**config.mk**
```make
export PLATFORM = sky130hd
export DESIGN_NAME = cpfs_supervisor
export DESIGN_NICKNAME = d
export VERILOG_FILES = /design/src/logic/cpfs_pkg.sv /design/src/logic/cpfs_sync_if.sv /design/src/logic/cpfs_sync.sv /design/src/logic/cpfs_supervisor.sv
export VERILOG_INCLUDE_DIRS = /design/src /design/src/logic
export SDC_FILE = /design/constraint.sdc
export NUM_CORES = 1
export LEC_CHECK = 0
export BUFFER_PORTS_ARGS = -buffer_cell sky130_fd_sc_hd__buf_2
export CAP_MARGIN = 20
export CELL_PAD_IN_SITES_DETAIL_PLACEMENT = 0
export CELL_PAD_IN_SITES_GLOBAL_PLACEMENT = 2
export CORE_UTILIZATION = 37
export CTS_BUF_LIST = sky130_fd_sc_hd__clkbuf_4 sky130_fd_sc_hd__clkbuf_8 sky130_fd_sc_hd__clkbuf_16
export DETAILED_ROUTE_END_ITERATION = 7
export GPL_TIMING_DRIVEN = 0
export PLACE_DENSITY = 0.8
export SLEW_MARGIN = 10
export SYNTH_ARGS = -nofsm -noshare
export SYNTH_HDL_FRONTEND = slang
export SYNTH_SLANG_ARGS = --single-unit
export TNS_END_PERCENT = 5
```
**constraint.sdc**
```tcl
create_clock -name REF_CLK -period 2.15 [get_ports REF_CLK]
set_clock_uncertainty 0.05 [all_clocks]
set_input_delay 0.43 -clock REF_CLK [delete_from_list [all_inputs] [get_ports REF_CLK]]
set_output_delay 0.43 -clock REF_CLK [all_outputs]
set_load 0.05 [all_outputs]
```
**src/logic/cpfs_defs.svh**
```systemverilog
`ifndef CPFS_DEFS_SVH
`define CPFS_DEFS_SVH
//----------------------------------------------------------------------
// Summary of operation
//----------------------------------------------------------------------
// Summary of operation
// - any voltage, current or thermal fault stops gates and pulls fault flag low
// - voltage fault clears when mid-rail in window or both rails near ground
// - current fault clears only when sense drop is below 50mV
// - thermal fault holds until die temperature reads below 165C
// - pre-balance sources 93mA when mid-rail low, sinks 50mA when high
// - mid-rail inside window disables both currents and starts switching
// - fault flag released only after 36 in-window switching cycles
// - sense drop above 50mV flags overcurrent and drives fault flag low
// - overcurrent stops switching at once and enters timer-paced retry
// - overcurrent clears only when timer reaches 4V and drop below 50mV
// - out-of-window mid-rail raises fault during settling and normal running
// - window half-width follows the programming pin over 0.3V to 2.4V
// - programming pin tied to internal supply selects fixed 0.8V window
// - while switching, drives b and d are the complement of a and c, half duty
// - in shutdown all four gate drives are held low
//----------------------------------------------------------------------
`define CPFS_SETTLE_CYCLES 36
`define CPFS_CNT_W 6
`define CPFS_SYNC_W 11
`endif

```
**src/logic/cpfs_pkg.sv**
```systemverilog
`default_nettype none
package cpfs_pkg;
  typedef enum logic [1:0] {ST_IDLE, ST_BALANCE, ST_SETTLE, ST_RUN} cpfs_state_t;
  // synchronised comparator bundle
  typedef struct packed {
    logic in_window;
    logic mid_low;
    logic mid_high;
    logic rails_low;
    logic oc_trip;
    logic ot_trip;
    logic timer_4v;
    logic tied_supply;
    logic win_dflt;
    logic win_prog;
    logic uvlo;
  } cpfs_cmp_t;
endpackage
`default_nettype wire

```
**src/logic/cpfs_sync_if.sv**
```systemverilog
`default_nettype none
interface cpfs_sync_if;
  import cpfs_pkg::*;
  cpfs_cmp_t cmp;
  modport src (output cmp);
  modport dst (input cmp);
endinterface
`default_nettype wire

```
**src/logic/cpfs_sync.sv**
```systemverilog
`include "cpfs_defs.svh"
`default_nettype none
module cpfs_sync
  import cpfs_pkg::*;
(
  input wire logic clk,
  input wire logic rst,
  input wire logic ce,
  input wire logic [`CPFS_SYNC_W-1:0] raw,
  cpfs_sync_if.src out
);
  typedef struct packed {
    logic [`CPFS_SYNC_W-1:0] s1;
    logic [`CPFS_SYNC_W-1:0] s2;
  } cpfs_sync_st_t;
  cpfs_sync_st_t st_q;
  cpfs_sync_st_t st_d;
  // two-stage synchroniser; first stage feeds only the second
  always_comb begin
    st_d = st_q;
    if (ce) begin
      st_d.s1 = raw;
      st_d.s2 = st_q.s1;
    end
  end
  always_ff @(posedge clk or posedge rst) begin
    if (rst) begin
      st_q <= '0;
    end else begin
      st_q <= st_d;
    end
  end
  assign out.cmp = cpfs_cmp_t'(st_q.s2);
endmodule
`default_nettype wire

```
**src/logic/cpfs_supervisor.sv**
```systemverilog
`include "cpfs_defs.svh"
`default_nettype none
module cpfs_supervisor
  import cpfs_pkg::*;
(
  input wire logic REF_CLK,
  input wire logic RST,
  input wire logic CE,
  input wire logic IN_WINDOW_PROG,
  input wire logic IN_WINDOW_DFLT,
  input wire logic WINDOW_WIDTH_PIN_TIED,
  input wire logic MID_LOW,
  input wire logic MID_HIGH,
  input wire logic RAILS_NEAR_GND,
  input wire logic OC_TRIP,
  input wire logic OT_TRIP,
  input wire logic TIMER_AT_4V,
  input wire logic UVLO,
  output logic GATE_DRIVE_A,
  output logic GATE_DRIVE_B,
  output logic GATE_DRIVE_C,
  output logic GATE_DRIVE_D,
  output logic SOURCE_EN,
  output logic SINK_EN,
  output logic FAULT_N,
  output logic FAULT_N_OE,
  output logic RETRY_ACTIVE
);
  //----------------------------------------------------------------------
  // input synchronisation
  //----------------------------------------------------------------------
  cpfs_sync_if sif ();
  cpfs_sync u_sync (
    .clk(REF_CLK),
    .rst(RST),
    .ce(CE),
    .raw({IN_WINDOW_PROG, MID_LOW, MID_HIGH, RAILS_NEAR_GND, OC_TRIP, OT_TRIP,
          TIMER_AT_4V, WINDOW_WIDTH_PIN_TIED, IN_WINDOW_DFLT, IN_WINDOW_PROG, UVLO}),
    .out(sif.src)
  );
  cpfs_cmp_t c;
  assign c = sif.cmp;

  //----------------------------------------------------------------------
  // window selection and fault decode
  //----------------------------------------------------------------------
  function automatic logic win_ok(input cpfs_cmp_t k);
    // tied pin picks fixed window, else programmed window
    win_ok = k.tied_supply ? k.win_dflt : k.win_prog;
  endfunction

  typedef struct packed {
    cpfs_state_t st;
    logic vf;
    logic cf;
    logic tf;
    logic phase;
    logic fault;
    logic [`CPFS_CNT_W-1:0] cnt;
  } cpfs_st_t;
  cpfs_st_t q;
  cpfs_st_t d;
  logic ok_win;
  logic any_f;
  assign ok_win = win_ok(c);

  // refuse a settle count that the counter cannot reach
  if (`CPFS_SETTLE_CYCLES < 1 || `CPFS_SETTLE_CYCLES > (1 << `CPFS_CNT_W)) begin : g_cnt_check
    $error("settle count does not fit its counter");
  end

  //----------------------------------------------------------------------
  // sequencing and latched faults
  //----------------------------------------------------------------------
  always_comb begin
    d = q;
    any_f = 1'b0;
    if (CE) begin
      // voltage fault latches while switching or settling, clears on window or both rails low
      if ((q.st == ST_SETTLE || q.st == ST_RUN) && !ok_win) begin
        d.vf = 1'b1;
      end else if (ok_win || c.rails_low) begin
        d.vf = 1'b0;
      end
      if (c.oc_trip) begin
        d.cf = 1'b1;
      end else if (c.timer_4v) begin
        d.cf = 1'b0;
      end
      if (c.ot_trip) begin
        d.tf = 1'b1;
      end else begin
        d.tf = 1'b0;
      end
      any_f = d.vf | d.cf | d.tf | c.uvlo;
      unique case (q.st)
        ST_IDLE: begin
          d.phase = 1'b0;
          d.fault = 1'b1;
          if (!any_f) begin
            d.st = ST_BALANCE;
          end
        end
        ST_BALANCE: begin
          if (any_f) begin
            d.st = ST_IDLE;
          end else if (ok_win || c.rails_low) begin
            d.st = ST_SETTLE;
            d.cnt = '0;
          end
        end
        ST_SETTLE: begin
          d.phase = ~q.phase;
          if (any_f) begin
            d.st = ST_IDLE;
            d.phase = 1'b0;
          end else if (q.phase) begin
            if (q.cnt == `CPFS_CNT_W'(`CPFS_SETTLE_CYCLES - 1)) begin
              d.st = ST_RUN;
              d.fault = 1'b0;
            end else begin
              d.cnt = q.cnt + 1'b1;
            end
          end
        end
        ST_RUN: begin
          d.phase = ~q.phase;
          if (any_f) begin
            d.st = ST_IDLE;
            d.phase = 1'b0;
            d.fault = 1'b1;
          end
        end
      endcase
    end
  end

  always_ff @(posedge REF_CLK or posedge RST) begin
    if (RST) begin
      q <= '{st: ST_IDLE, vf: 1'b0, cf: 1'b0, tf: 1'b0, phase: 1'b0, fault: 1'b1, cnt: '0};
    end else begin
      q <= d;
    end
  end

  //----------------------------------------------------------------------
  // outputs
  //----------------------------------------------------------------------
  logic sw_on;
  assign sw_on = (q.st == ST_SETTLE) || (q.st == ST_RUN);
  // complementary gate pairs, all low when not switching
  assign GATE_DRIVE_A = sw_on & q.phase;
  assign GATE_DRIVE_C = sw_on & q.phase;
  assign GATE_DRIVE_B = sw_on & ~q.phase;
  assign GATE_DRIVE_D = sw_on & ~q.phase;
  // pre-balance currents only while balancing
  assign SOURCE_EN = (q.st == ST_BALANCE) && c.mid_low && !ok_win;
  assign SINK_EN = (q.st == ST_BALANCE) && c.mid_high && !ok_win;
  assign FAULT_N = 1'b0;
  assign FAULT_N_OE = q.fault | q.vf | q.cf | q.tf;
  assign RETRY_ACTIVE = q.cf;

  //----------------------------------------------------------------------
  // checks
  //----------------------------------------------------------------------
  a_gates_off_idle: assert property (@(posedge REF_CLK) disable iff (RST)
    (q.st == ST_IDLE || q.st == ST_BALANCE) |-> !(GATE_DRIVE_A | GATE_DRIVE_B | GATE_DRIVE_C | GATE_DRIVE_D))
    else $error("gate active while not switching");
  a_gate_complement: assert property (@(posedge REF_CLK) disable iff (RST)
    sw_on |-> (GATE_DRIVE_B == !GATE_DRIVE_A) && (GATE_DRIVE_D == !GATE_DRIVE_C))
    else $error("gates not complementary");
  a_fault_stops: assert property (@(posedge REF_CLK) disable iff (RST)
    (CE && sw_on && c.ot_trip) |=> (q.st == ST_IDLE) && FAULT_N_OE)
    else $error("fault did not stop switching");
  a_oc_latch: assert property (@(posedge REF_CLK) disable iff (RST)
    (CE && c.oc_trip) |=> q.cf && FAULT_N_OE)
    else $error("overcurrent not flagged");
  a_oc_hold: assert property (@(posedge REF_CLK) disable iff (RST)
    (q.cf && !c.timer_4v) |=> q.cf)
    else $error("overcurrent cleared before timer");
  a_no_both_cur: assert property (@(posedge REF_CLK) disable iff (RST)
    (SOURCE_EN || SINK_EN) |-> !(SOURCE_EN && SINK_EN) && !sw_on)
    else $error("pre-balance current during switching");
  a_ot_hold: assert property (@(posedge REF_CLK) disable iff (RST)
    (CE && c.ot_trip) |=> q.tf && FAULT_N_OE)
    else $error("thermal fault not held");
  a_vf_hold: assert property (@(posedge REF_CLK) disable iff (RST)
    (q.vf && !ok_win && !c.rails_low) |=> q.vf)
    else $error("voltage fault cleared outside window");
  a_bal_start: assert property (@(posedge REF_CLK) disable iff (RST)
    (CE && q.st == ST_BALANCE && ok_win && !c.uvlo && !q.cf && !c.oc_trip && !c.ot_trip)
    |=> sw_on && !SOURCE_EN && !SINK_EN)
    else $error("balanced rail did not start switching");
  a_settle_holds: assert property (@(posedge REF_CLK) disable iff (RST)
    (q.st == ST_SETTLE) |-> q.fault)
    else $error("fault released during settling");
  a_win_fault: assert property (@(posedge REF_CLK) disable iff (RST)
    (CE && sw_on && !ok_win) |=> q.vf && !sw_on)
    else $error("window loss not faulted");
  c_reach_run: cover property (@(posedge REF_CLK) q.st == ST_SETTLE ##1 q.st == ST_RUN);
  c_oc_retry: cover property (@(posedge REF_CLK) q.cf ##1 !q.cf);
  c_balance_src: cover property (@(posedge REF_CLK) SOURCE_EN);
  c_win_fault: cover property (@(posedge REF_CLK) sw_on ##1 q.vf);
  c_ce_hold: cover property (@(posedge REF_CLK) !CE && sw_on);
endmodule
`default_nettype wire

```
Yosys cells after proc, flatten, opt, wreduce, memory -nomap -nowiden
Cells that the tools add are included.

operators by class
  $add $sub $neg = 1
  eq/ne operators = 15
  mux-type cells = 27
  bitwise gates (word level) = 9
  reductions and logical operators = 15

operators with widths
  operator               number
  $mux W6                3
  $mux W2                8
  $mux W7                2
  $ne A2 B2 Y1 const B   7
  $pmux W6 S2            1
  $reduce_and A6 Y1      2
  $mux W1                11
  $pmux W2 S4            1
  $reduce_and A7 Y1      1
  $add A6 B1 Y6 const B  1
  $eq A6 B6 Y1 const B   1
  $or A1 B1 Y1           6
  $pmux W2 S3            1
  $logic_and A1 B1 Y1    5
  $eq A2 B2 Y1 const B   2
  $ne A3 B1 Y1 const B   1
  $ne A3 B2 Y1 const B   1
  $ne A3 B3 Y1 const B   1
  $reduce_bool A3 Y1     1
  $and A1 B1 Y1          2
  $eq A2 B1 Y1 const B   1
  $logic_not A2 Y1       1
  $logic_or A1 B1 Y1     2
  $ne A2 B1 Y1 const B   1
  other kinds (4)        4

storage, ports and cells
  bits in registers = 33
  bits of input ports = 13
  output and inout bits = 9

Longest topological paths before layout
  word-level depth = 10
  mapped depth = 6
  gate-level depth less buffers = 6

By module
From an unflattened synthesis, not the netlist that was laid out.

second synthesis, totals
  cells, all modules = 151
  area total of the unflattened synthesis = 1760.4 µm²

by module, submodules not included
  module           instances  cells each  area an instance (µm²)
  cpfs_sync        1          58          907.1
  cpfs_supervisor  1          93          853.3

Least setup slack after synthesis
Ideal clock, no wire load.

  kind = register -> output
  from = reg q[12] in the netlist's numbering
  to = out GATE_DRIVE_D
  arrival time = 1.581 ns
  data required time = 1.670 ns
  setup slack = 0.089 ns
  stages on the path, launching flop included = 4
  buffers on the path = 2
  cells stage by stage = dfrtp_1 > buf_2 > nor2b_1 > buf_4

on the way
  cells in the longest elaborated chain, start to end = 3
  elaborated cells on any way between the ends = 4
  those cells by class = eq/ne: 2; bitwise: 1; reduce/logical: 1

RTL lines
  element                   line                    text
  start: declaration        cpfs_supervisor.sv:61   cpfs_st_t q;
  start signal: assignment  cpfs_supervisor.sv:140  q <= '{st: ST_IDLE, vf: 1'b0, cf: 1'b0, tf: 1'b0, phase: 1'b0, fault: 1'b1, cnt: '0};
  $eq A2 B2 Y1              cpfs_supervisor.sv:150  assign sw_on = (q.st == ST_SETTLE) || (q.st == ST_RUN);
  $logic_or A1 B1 Y1 *      cpfs_supervisor.sv:150
  $and A1 B1 Y1 *           -
  end: declaration          cpfs_supervisor.sv:22   output logic GATE_DRIVE_D,

Mark *: on every way between the ends. The rest lies on a longest branch, timed or not.

Worst setup path in the final report
  from = reg u_sync.st_q (netlist bit u_sync.out.cmp[3])
  to = out SINK_EN

on the way
  cells in the longest elaborated chain, start to end = 3

RTL lines
  element                   line                    text
  start: declaration        cpfs_sync.sv:16         cpfs_sync_st_t st_q;
  start signal: assignment  cpfs_sync.sv:30         st_q <= st_d;
  $mux W1                   cpfs_supervisor.sv:49   win_ok = k.tied_supply ? k.win_dflt : k.win_prog;
  $logic_not A1 Y1          cpfs_supervisor.sv:158  assign SINK_EN = (q.st == ST_BALANCE) && c.mid_high && !ok_win;
  $logic_and A1 B1 Y1       cpfs_supervisor.sv:158
  end: declaration          cpfs_supervisor.sv:24   output logic SINK_EN,

Every way passes these cells.

==> impl_metrics.json <==
{
  "endpoint": "SINK_EN",
  "antenna_left": 0,
  "synthFlopType": "dfrtp_1",
  "synth_seq_cells": 33,
  "drtIter0Drc": 81,
  "yosysSeqAreaShare_pct": 52.21,
  "hold_slack_ns": 0.1356,
  "grt_pass1_vias": 1108,
  "via_per_inst": 5.296,
  "drt_wl_total_um": 2995,
  "synthTopCellsByArea": "dfrtp_1 (51%), mux2_2 (15%), nor2_1 (2.4%)",
  "stdcell_count": 213,
  "async_flop_share_pct": 100.0,
  "rrSetupSlack_ns": 0.30,
  "antenna_found_initial": 0,
  "hold_class": "primary input to asynchronous set/reset pin",
  "synth_top_area_share_pct": 50.55,
  "cp-start-kind": "flop",
  "avgSynthCellArea_um2": 11.82,
  "leakage_nw": 0.8144,
  "timing.setup.tns_ns": 0,
  "max_slew_margin_pct": 59.56,
  "htree_levels": 2,
  "detailed_place_hpwl_um": 2229,
  "pre_cts_ws_ns": 0.3024,
  "fmax_mhz": 497.1,
  "yosysWarnings": 0,
  "yosysUniqueCellTypes": 42,
  "firstDrtPassIters": 4,
  "tightest_slew_ns": 0.6066,
  "syn_area_um2": 1584,
  "portBuffers": 20,
  "slowest_delay_ns": 0.37,
  "syn-num-nets": 148,
  "dp_cells": 205,
  "std_cell_rows": 23,
  "stdcell_area_um2": 1861,
  "ioPinCount": 22,
  "crit_arrival_ns": 1.53,
  "cts.sinks": 33,
  "worstReg2RegEnd": "q[3]",
  "fillers": 392,
  "post_drt_wl_per_cell_um": 14.06,
  "cp-startpoint": "u_sync.out.cmp[3]",
  "nNetsFinal": 176,
  "end_kind": "output pin",
  "fin_crit_sh_pct": 93.57,
  "rsz0062_at_grt": "no",
  "track_usage_pct": 15.59,
  "final.min_clock_period_ns": 2.012,
  "die_area_um2": 4547,
  "cpMaxStageDelayCell": "dfrtp_1",
  "clk_latency_ns": 0.28,
  "r2r_cells": 5,
  "status": "complete, no violations",
  "start_util_pct": 39.04,
  "worstPathRequired_ns": 1.67,
  "setup_viol": 0,
  "r2r-start": "u_sync.out.cmp[4]",
  "dpl_cell_area_um2": 1774,
  "core_area_um2": 4058,
  "drv_cap": 0,
  "setup_ws_ns": 0.1383,
  "post-cts-setup-buffer-count": 0,
  "cts_resized": 0,
  "clk_pin_slew_ns": 0.07,
  "worstPathCellList": "mux2_2 > nor2_1 > and2_1 > buf_2",
  "vias": 1128,
  "fp.dieW_um": 67.43,
  "layout_commonest_cell": "dfrtp_1",
  "grt_overflow": 0,
  "die_h_um": 67.43,
  "final_cell_mix": "dfrtp_1 (32), buf_2 (21), mux2_2 (21), nor2_1 (10)",
  "synth-edff-count": 0,
  "peakVddDrop_mv": 0.4917,
  "yosysTopAreaCell": "dfrtp_1",
  "diodes": 0,
  "cts_tree": "yes",
  "drc": 0,
  "slew_viol_final": 0,
  "synthToLayoutAreaGrowth_pct": 17.46,
  "grt_start_max_net_pins": 23,
  "hold_violations": 0,
  "place.gp.congestion": 0.7867,
  "cts_hold_buf": 0,
  "cts_made_buffers": 5,
  "power.density_nw_per_um2": 846.7,
  "syn_inst": 134,
  "cts_root_buf": "clkbuf_8",
  "cts_buffer_depth": 2,
  "grt_first_pass_wirelength_um": 5099,
  "layout-drive-gt1-share_pct": 39.88,
  "critPathKind": "flop to output pin",
  "crit_fanout": 3
}
-- final cells by class --
| type | instances | area [µm²] | area share [%] |
|---|---|---|---|
| plain buffers | 7 | 38.79 | 2.085 |
| clock buffers | 6 | 76.32 | 4.102 |
| clock inverters | 2 | 10.01 | 0.5380 |
| well taps | 50 | 62.56 | 3.362 |
| inverters | 6 | 22.52 | 1.210 |
| flip-flops and latches | 33 | 827.0 | 44.45 |
| multi-input cells | 88 | 695.7 | 37.39 |
| repair buffers | 21 | 127.6 | 6.859 |
-- report_power, final --
| part | switching [mW] | internal (mW) |
|---|---|---|
| Clock | 0.211 | 0.236 |
| Combinational | 0.207 | 0.145 |
| Sequential | 0.0696 | 0.706 |
| Total | 0.488 | 1.09 |
-- Yosys cell counts, types with 2 or more instances --
master,number
a21oi_1,3
a31oi_1,4
a41oi_1,2
and2_1,4
buf_1,2
buf_4,3
dfrtp_1,32
inv_1,5
mux2_2,21
nand2_1,5
nand2_2,2
nand2b_1,2
nand3_1,3
nor2_1,10
nor2b_1,4
o21ai_0,2
o31ai_1,5
-- worst min path at each step --
| stage | startpoint | to | slack, ns | depth (start not counted) |
|---|---|---|---|---|
| 4_1_cts | RST | q[0] | 0.16 | 2 |
| 5_1_grt | RST | q[0] | 0.17 | 2 |
| 3_3_place_gp | q[6] | q[6] | 0.42 | 2 |
| 2_1_floorplan | q[6] | q[6] | 0.40 | 2 |
| 6_report | RST | q[0] | 0.14 | 2 |
| 3_5_place_dp | q[6] | q[6] | 0.43 | 2 |
-- registers in the layout, indices dropped and copies added, names as in the netlist --
register and flops:
q 12, u_sync.out.cmp 10, u_sync.st_q 10, RETRY_ACTIVE 1
-- worst max-delay path: cells and delay by family, from the launching register on --
family        cells  cell delay (ns)
flops             1             0.37
mux               1             0.37
simple gates      2             0.27
buf+inv           1             0.25
-- cell families after synthesis --
kind of cell    Yosys count  synth area share, %
mux                      22                15.56
flops                    33                52.21
fa+ha+maj                 1               0.7898
simple gates             37                12.80
other cells               1               0.2367
compound gates           27                14.53
buf+inv                  13                3.870
-- layer usage --
| metal | vias up | GRT usage [%] | part of all wire, % | wire, µm |
|---|---|---|---|---|
| li1 | 538 | - | - | - |
| met1 | 558 | 20.73 | 47 | 1402 |
| met2 | 26 | 23.50 | 47 | 1396 |
| met3 | 6 | 5.236 | 4.9 | 148 |
| met4 | 0 | 5.585 | 1.6 | 48 |
| met5 | - | 0 | 0 | 0 |
-- metrics by stage --
stage | power (mW) | utilization, %
6_report | 1.575 | 45.85
5_1_grt | 1.665 | 45.85
4_1_cts | 1.593 | 45.85
3_5_place_dp | 1.141 | 43.72
3_3_place_gp | 1.119 | 43.05
2_1_floorplan | 1.045 | -
Note: power is estimated with default switching activity, not from simulation.
